==> src/logic/ansc_pkg.sv <==
package ansc_pkg;
  localparam int ADDR_W = 12;
  localparam int DATA_W = 4;
  localparam int CLK_PERIOD_NS = 100;
  // Slowest speed grade figures, in ns.
  localparam int ADDRESS_ACCESS_TIME_NS = 35;
  localparam int ENABLE_ACCESS_TIME_NS = 35;
  localparam int WRITE_TO_HIGH_Z_TIME_NS = 13;
  localparam int WRITE_DATA_HOLD_TIME_NS = 0;
  localparam int WRITE_ADDRESS_SETUP_TIME_NS = 0;
  localparam int WRITE_PULSE_NS = 32;
  // Least times round up to whole cycles, never below one.
  localparam int ACCESS_CYC = (ADDRESS_ACCESS_TIME_NS + CLK_PERIOD_NS - 1)
                              / CLK_PERIOD_NS;
  localparam int HIZ_CYC = (WRITE_TO_HIGH_Z_TIME_NS + CLK_PERIOD_NS - 1)
                           / CLK_PERIOD_NS;
  localparam int WPULSE_CYC = (WRITE_PULSE_NS + CLK_PERIOD_NS - 1)
                              / CLK_PERIOD_NS;
  localparam logic [1:0] ACCESS_CNT = 2'(ACCESS_CYC < 1 ? 1 : ACCESS_CYC);
  localparam logic [1:0] HIZ_CNT = 2'(HIZ_CYC < 1 ? 1 : HIZ_CYC);
  localparam logic [1:0] WPULSE_CNT = 2'(WPULSE_CYC < 1 ? 1 : WPULSE_CYC);

  typedef struct packed {
    logic              write;
    logic [ADDR_W-1:0] word_address;
    logic [DATA_W-1:0] wdata;
  } ansc_req_t;

  typedef struct packed {
    logic              enable_n;
    logic              write_n;
    logic [ADDR_W-1:0] word_address;
  } ansc_pins_t;

  typedef enum logic [2:0] {
    ST_IDLE  = 3'b000,
    ST_READ  = 3'b001,
    ST_WSET  = 3'b010,
    ST_WHIZ  = 3'b011,
    ST_WPUL  = 3'b100,
    ST_WEND  = 3'b101
  } ansc_state_t;
endpackage

==> src/logic/ansc_host.sv <==
// Functional notes
// - Enable or write strobe stays high while address changes.
// - Address holds steady through the whole write cycle.
// - Write starts at the later falling edge of strobe or enable.
// - Write data stays valid until the strobe rises.
`timescale 1ns/1ns
module ansc_host
  import ansc_pkg::*;
(
  input  wire logic                       mclk,
  input  wire logic                       reset,
  input  wire ansc_pkg::ansc_req_t        req,
  input  wire logic                       req_valid,
  output logic                            req_ready,
  output logic [ansc_pkg::DATA_W-1:0]     rdata,
  output logic                            rdata_valid,
  output ansc_pkg::ansc_pins_t            pins,
  input  wire logic [ansc_pkg::DATA_W-1:0] dq_in,
  output logic [ansc_pkg::DATA_W-1:0]     dq_out,
  output logic                            dq_oe
);
  import ansc_pkg::*;

  ansc_state_t state;
  ansc_req_t   held;
  logic [1:0]  cnt;

  assign req_ready = (state == ST_IDLE);

  always_ff @(posedge mclk)
  begin
    if (reset)
    begin
      state <= ST_IDLE;
      cnt   <= 2'h0;
    end
    else
    begin
      unique case (state)
        ST_IDLE:
        begin
          cnt <= 2'h1;
          if (req_valid)
            state <= req.write ? ST_WSET : ST_READ;
        end
        ST_READ:
        begin
          cnt <= cnt + 2'h1;
          if (cnt == ACCESS_CNT)
            state <= ST_IDLE;
        end
        ST_WSET:
        begin
          cnt   <= 2'h1;
          state <= ST_WHIZ;
        end
        ST_WHIZ:
        begin
          cnt <= cnt + 2'h1;
          if (cnt == HIZ_CNT)
          begin
            cnt   <= 2'h1;
            state <= ST_WPUL;
          end
        end
        ST_WPUL:
        begin
          cnt <= cnt + 2'h1;
          if (cnt == WPULSE_CNT)
            state <= ST_WEND;
        end
        ST_WEND:
          state <= ST_IDLE;
        default:
          state <= ST_IDLE;
      endcase
    end
  end

  always_ff @(posedge mclk)
  begin
    if (reset)
      held <= '0;
    else if (state == ST_IDLE && req_valid)
      held <= req;
  end

  // Enable and strobe are registered so no glitch reaches the pins.
  always_ff @(posedge mclk)
  begin
    if (reset)
    begin
      pins   <= '{enable_n: 1'b1, write_n: 1'b1, word_address: '0};
      dq_out <= '0;
      dq_oe  <= 1'b0;
    end
    else
    begin
      if (state == ST_IDLE && req_valid)
        pins.word_address <= req.word_address;
      // Enable rises on the edge that samples read data, so a request
      // taken on the next edge moves the address while deselected.
      // deselect between accesses
      pins.enable_n <= !((state == ST_IDLE && req_valid)
                         || (state == ST_READ && cnt != ACCESS_CNT)
                         || state == ST_WSET
                         || state == ST_WHIZ
                         || state == ST_WPUL);
      pins.write_n <= !(state == ST_WSET || state == ST_WHIZ
                        || (state == ST_WPUL && cnt != WPULSE_CNT));
      if (state == ST_WHIZ && cnt == HIZ_CNT)
      begin
        dq_out <= held.wdata;
        dq_oe  <= 1'b1;
      end
      else if (state == ST_WEND)
        dq_oe <= 1'b0;
    end
  end

  always_ff @(posedge mclk)
  begin
    if (reset)
    begin
      rdata       <= '0;
      rdata_valid <= 1'b0;
    end
    else
    begin
      rdata_valid <= (state == ST_READ && cnt == ACCESS_CNT);
      if (state == ST_READ && cnt == ACCESS_CNT)
        rdata <= dq_in;
    end
  end

  // no drive while strobe just fell
  AST_NO_EARLY_DRIVE: assert property (@(posedge mclk) disable iff (reset)
    $fell(pins.write_n) |-> !dq_oe) else $error("bus driven at strobe fall");
  AST_ADDR_STABLE: assert property (@(posedge mclk) disable iff (reset)
    !$stable(pins.word_address) |-> $past(pins.enable_n))
    else $error("address moved while selected");
  AST_DATA_HOLD: assert property (@(posedge mclk) disable iff (reset)
    $rose(pins.write_n) && !pins.enable_n |-> dq_oe)
    else $error("data dropped before strobe rise");
  AST_WRITE_LEN: assert property (@(posedge mclk) disable iff (reset)
    $fell(pins.write_n) |-> ##[1:4] pins.write_n)
    else $error("write pulse too long");
  AST_STROBE_SELECTED: assert property (@(posedge mclk) disable iff (reset)
    !pins.write_n |-> !pins.enable_n) else $error("strobe while deselected");
  AST_READ_DONE: assert property (@(posedge mclk) disable iff (reset)
    req_ready && req_valid && !req.write |-> ##[2:4] rdata_valid)
    else $error("read answer late");
endmodule

==> config.mk <==
export PLATFORM = sky130hd
export DESIGN_NAME = ansc_host
export DESIGN_NICKNAME = d
export VERILOG_FILES = /design/src/logic/ansc_pkg.sv /design/src/logic/ansc_host.sv
export SDC_FILE = /design/constraint.sdc
export NUM_CORES = 1
export LEC_CHECK = 0
export ABC_AREA = 1
export BUFFER_PORTS_ARGS = -buffer_cell sky130_fd_sc_hd__buf_2
export CAP_MARGIN = 30
export CORE_MARGIN = 8
export CORE_UTILIZATION = 44
export CTS_CLUSTER_DIAMETER = 200
export CTS_CLUSTER_SIZE = 10
export DETAILED_ROUTE_END_ITERATION = 6
export PLACE_DENSITY_LB_ADDON = 0.1
export SYNTH_ARGS = -nofsm -noshare
export SYNTH_HDL_FRONTEND = slang
export SYNTH_SLANG_ARGS = --single-unit
==> constraint.sdc <==
create_clock -name mclk -period 1.38 [get_ports mclk]
set_input_delay 0.414 -clock mclk [delete_from_list [all_inputs] [get_ports mclk]]
set_output_delay 0.414 -clock mclk [all_outputs]
set_load 0.02 [all_outputs]
# After elaboration in Yosys (flattened, before gate mapping)

Cells that the tools add are included.

Register bits after elaboration: 33
Bits of input ports: 24
Output and inout port bits: 25
Word-level logic and storage cells: 51

Add/subtract/negate cells: 1
Eq/ne operators: 11
Mux-type cells: 10
Reduce and logical (&&, ||, !) cells: 19

Operators by type and width:

| kind                                                 | count |
|---|---|
| case mux 3 bit (5 select lines)                      | 1 |
| 2-to-1 mux 3 bit                                     | 4 |
| != test 2 bit (second input constant)                | 4 |
| equality test 3 x 2 -> 1 bit (second input constant) | 2 |
| equality test 3 bit (second input constant)          | 2 |
| logical OR 1 bit                                     | 6 |
| case mux 2 bit (3 select lines)                      | 1 |
| logical AND 1 bit                                    | 5 |
| 2-to-1 mux 2 bit                                     | 2 |
| AND reduction 4 bit                                  | 1 |
| OR reduction 2 bit                                   | 2 |
| equality test 3 x 1 -> 1 bit (second input constant) | 1 |
| zero test 3 bit                                      | 1 |
| nonzero test 3 bit                                   | 1 |
| adder 2 x 1 -> 2 bit (second input constant)         | 1 |
| equality test 2 x 1 -> 1 bit (second input constant) | 1 |
| zero test 1 bit                                      | 2 |
| 2-to-1 mux 1 bit                                     | 2 |
| != test 2 x 1 -> 1 bit (second input constant)       | 1 |
| nonzero test 2 bit                                   | 1 |

# Logic depth before layout (Yosys ltp)

Depth after elaboration: 7
Gate-level depth with buffers: 9

# Worst setup path after synthesis

No wires, ideal clock.

Path type: reg-to-output
Start point: register state[1]
End point: output port req_ready
Arrival time: 0.938 ns
Path slack: 0.028 ns
Cell stages (with the launch flop): 5
Path buffers: 1
Cells stage by stage: dfxtp_1 nor2_4 inv_2 nor2_8 buf_8

Cells in the longest elaborated chain, start to end: 1

RTL lines:

| what                   | RTL line        | source |
|---|---|---|
| from (decl)            | ansc_host.sv:24 | `ansc_state_t state;` |
| from (signal assigned) | ansc_host.sv:44 | `state <= req.write ? ST_WSET : ST_READ;` |
| zero test 3 bit        | ansc_host.sv:28 | `assign req_ready = (state == ST_IDLE);` |
| to (decl)              | ansc_host.sv:14 | `output logic req_ready,` |

Every way passes these cells.

# Worst setup path after layout

Start point: register state[0]
End point: output port req_ready

Same word-level chain as after synthesis.

==> flow_metrics.env <==
export IMPL_holdPathEnd="rdata[3]"
export IMPL_place_gp_congestion=0.8035
export IMPL_fp_dieW_um=74.03
export IMPL_dp_cells=273
export IMPL_grt_pass1_vias=1429
export IMPL_cts_tree="yes"
export IMPL_status="complete, but fails checks"
export IMPL_yosysUniqueCellTypes=30
export IMPL_min_from="dq_in[3]"
export IMPL_power_frac_comb_pct=50.1
export IMPL_seq_power_share_pct=34.9
export IMPL_min_period_ps=1524
export IMPL_synth_cells=178
export IMPL_slew_headroom_pct=81.22
export IMPL_syn_area_um2=1481
export IMPL_antenna_diode_count=0
export IMPL_failed_checks="setup timing"
export IMPL_drc=0
export IMPL_clock_skew_ps=9.164
export IMPL_drt_wl_total_um=3769
export IMPL_reg2reg_from="state[0]"
export IMPL_p_switching_mw=1.541
export IMPL_nNetsFinal=267
export IMPL_crit_buf_inv=2
export IMPL_initial_utilization_pct=45.10
export IMPL_dieArea_um2=5480
export IMPL_ant_nets=0
export IMPL_core_um2=3284
export IMPL_worst_pin_slew_ps=281.4
export IMPL_reg2reg_to="cnt[0]"
export IMPL_hold_ws_ps=287.8
export IMPL_crit_cells=4
export IMPL_cp_max_fo=3
export IMPL_drtPass1Iterations=4
export IMPL_grt_pass1_wl_um=6313
export IMPL_rows=21
export IMPL_gr_total_overflow=0
export IMPL_finalSetupViolations=1
export IMPL_crit_path_start_kind="flop"
export IMPL_ir_drop_uv=1002
export IMPL_path_clk_slew_ps=110
export IMPL_max_freq_mhz=656.4
export IMPL_p_leak_nw=0.8824
export IMPL_cp_required_ps=970
export IMPL_fin_cells=287
export IMPL_crit_family="flip-flops"
export IMPL_reg2reg_depth=8
export IMPL_power_frac_clock_pct=15.0
export IMPL_avgSynthCellArea_um2=8.323
export IMPL_critPathKind="reg -> out"
export IMPL_avgRoutedWirePerCell_um=13.13
export IMPL_area_growth_syn_to_layout_pct=31.84
export IMPL_cts_root_buffer="clkbuf_4"
export IMPL_slew_viol_final=0
export IMPL_holdBufCountCts=0
export IMPL_cts_buffers=5
export IMPL_drtIter0Drc=51
export IMPL_cpPeakStageDelay_ps=370
export IMPL_syn_num_nets=205
export IMPL_layout_setup_ws_ps=-143.5
export IMPL_io_pins=49
export IMPL_grt_util_all_layers_pct=14.71
export IMPL_worstPathCellList="nor2_4 > inv_2 > nor2_8 > buf_6"
export IMPL_min_path_type="in -> reg"
export IMPL_vias_per_cell=4.906
export IMPL_fp_dieH_um=74.03
export IMPL_end_kind="output pin"
export IMPL_power_density_nw_per_um2=1845
export IMPL_utilization_pct=59.47
export IMPL_synth_seq_cells=33
export IMPL_setup_tns_ps=-143.5
export IMPL_antenna_found_initial=0
export IMPL_period_share_pct=110.4
export IMPL_reg2reg_slack_ps=120
export IMPL_cts_sinks=33
export IMPL_clockBufferDepth=2
export IMPL_hold_viol_final=0
export IMPL_vias=1408
export IMPL_cpMaxStageDelayCell="dfxtp_4"
export IMPL_ys_seq_area_share_pct=44.59
export IMPL_insertion_delay_ps=340
export IMPL_portBuffers=48
export IMPL_hpwl_um=2704
export IMPL_drive_gt1_share_pct=45.64
export IMPL_min_path_cells=3
export IMPL_cp_arrival_ps=1110
export IMPL_rsz0062_at_grt="yes"
export IMPL_p_sw_share_pct=42.75
export IMPL_htree_levels=2
export IMPL_yosys_warnings=0
export IMPL_intPower_mw=2.064
export IMPL_maxCapViolCount=0
export IMPL_grt_start_max_net_pins=18
[layer usage]
metal / routed length [µm] / vias up / GRT usage (%) / part of all wire (%)
met3: 264 / 6 / 5.795 / 7.0
met4: 59 / 0 / 6.652 / 1.6
met2: 1783 / 37 / 24.71 / 47
li1: - / 712 / - / -
met1: 1661 / 653 / 15.87 / 44
met5: 0 / - / 0 / 0
[placed cells by master, fill, tap and decap left out, drive strengths merged]
cell type / netlist / routed
a21oi: 23 / 23
a31oi: 1 / 1
buf: 6 / 63
clkbuf: 2 / 5
clkinv: 0 / 2
clkinvlp: 0 / 1
dfxtp: 33 / 33
ha: 3 / 3
inv: 13 / 13
nand2: 41 / 41
nand3: 24 / 24
nand3b: 1 / 1
nor2: 18 / 18
nor3: 1 / 1
o2111ai: 1 / 1
o211ai: 1 / 1
o21ai: 7 / 7
o21bai: 1 / 1
o22ai: 1 / 1
o31ai: 1 / 1
[worst min-delay path, stage by stage]
cell	delay, ps
buf_2	70
nor2_1	30
nor2_1	80
[state kept, by name, indices dropped and copies added (netlist names)]
signal,cells
rdata,4
dq_oe,1
held,4
cnt,2
dq_out,4
rdata_valid,1
pins,14
state,3
[worst max path at each step]
stage                        start         to
after floorplan           state[1]  req_ready
after global placement    state[0]   rdata[0]
after detailed placement  state[0]   rdata[0]
after CTS                 state[0]  req_ready
after global routing      state[0]  req_ready
final                     state[0]  req_ready
[stage by stage]
stage          instance area, µm²  total power, mW  setup WS, ps
6_report                     1953            3.604        -143.5
5_1_grt                      1953            3.890        -202.5
4_1_cts                      1884            3.490        -158.6
3_5_place_dp                 1792            2.817         2.277
3_3_place_gp                 1792            2.773         25.37
2_1_floorplan                1481            2.419         28.49
[kinds of logic (layout without fill, tap and decap cells)]
family	after synthesis	count (layout)	share of synthesized area (%)
and+or+nand+nor	85	85	30.07
AOI/OAI and AO/OA	36	36	15.79
DFF	33	33	44.59
buffers and inverters	21	84	7.009
adders and majority gates	3	3	2.534
[cell type report]
| cell class | instances | area (µm²) |
|---|---|---|
| Multi-Input combinational cell | 124 | 747.0 |
| Timing Repair Buffer | 63 | 371.6 |
| Inverter | 13 | 48.80 |
| Tap cell | 46 | 57.56 |
| Sequential cell | 33 | 673.1 |
| Clock buffer | 5 | 37.54 |
| Fill cell | 311 | 1331 |
| Clock inverter | 3 | 17.52 |
[power groups by stage]
stage	Combinational (mW)	Clock [mW]	Sequential [mW]
after global placement	1.50	0	1.27
after global routing	2.00	0.615	1.28
after floorplan	1.01	0	1.41
final	1.81	0.539	1.26
after detailed placement	1.54	0	1.28
after CTS	1.67	0.563	1.26
[cell usage after synthesis]
| master | count | area share (%) |
|---|---|---|
| nand2_1 | 39 | 9.9 |
| nand3b_1 | 1 | 0.51 |
| a21oi_1 | 14 | 4.7 |
| o211ai_1 | 1 | 0.51 |
| buf_4 | 1 | 0.51 |
| buf_8 | 1 | 1.0 |
| nor2_8 | 1 | 1.4 |
| buf_2 | 2 | 0.68 |
| a21oi_2 | 9 | 5.3 |
| nand2_4 | 1 | 0.76 |
| dfxtp_1 | 33 | 45 |
| nor2_2 | 2 | 0.84 |
| a31oi_1 | 1 | 0.42 |
| nand3_2 | 9 | 6.1 |
| clkbuf_1 | 2 | 0.51 |
| nor3_1 | 1 | 0.34 |
| o21bai_1 | 1 | 0.51 |
| buf_1 | 1 | 0.25 |
| o21ai_0 | 7 | 2.4 |
| nand2_2 | 1 | 0.42 |
| nor2_1 | 13 | 3.3 |
| buf_6 | 1 | 0.76 |
| inv_2 | 1 | 0.25 |
| nor2_4 | 2 | 1.5 |
| o2111ai_2 | 1 | 1.0 |
| o22ai_1 | 1 | 0.42 |
| nand3_1 | 15 | 5.1 |
| inv_1 | 12 | 3.0 |
| o31ai_1 | 1 | 0.51 |
| ha_1 | 3 | 2.5 |
[what timing repair did]
action                                  4_1_cts  5_1_grt
endpoints found under the setup margin        4        9
pin swaps                                     1        4
resized for setup                             7       13
buffers inserted                              3        3
Note: power is estimated with default switching activity, not from simulation.
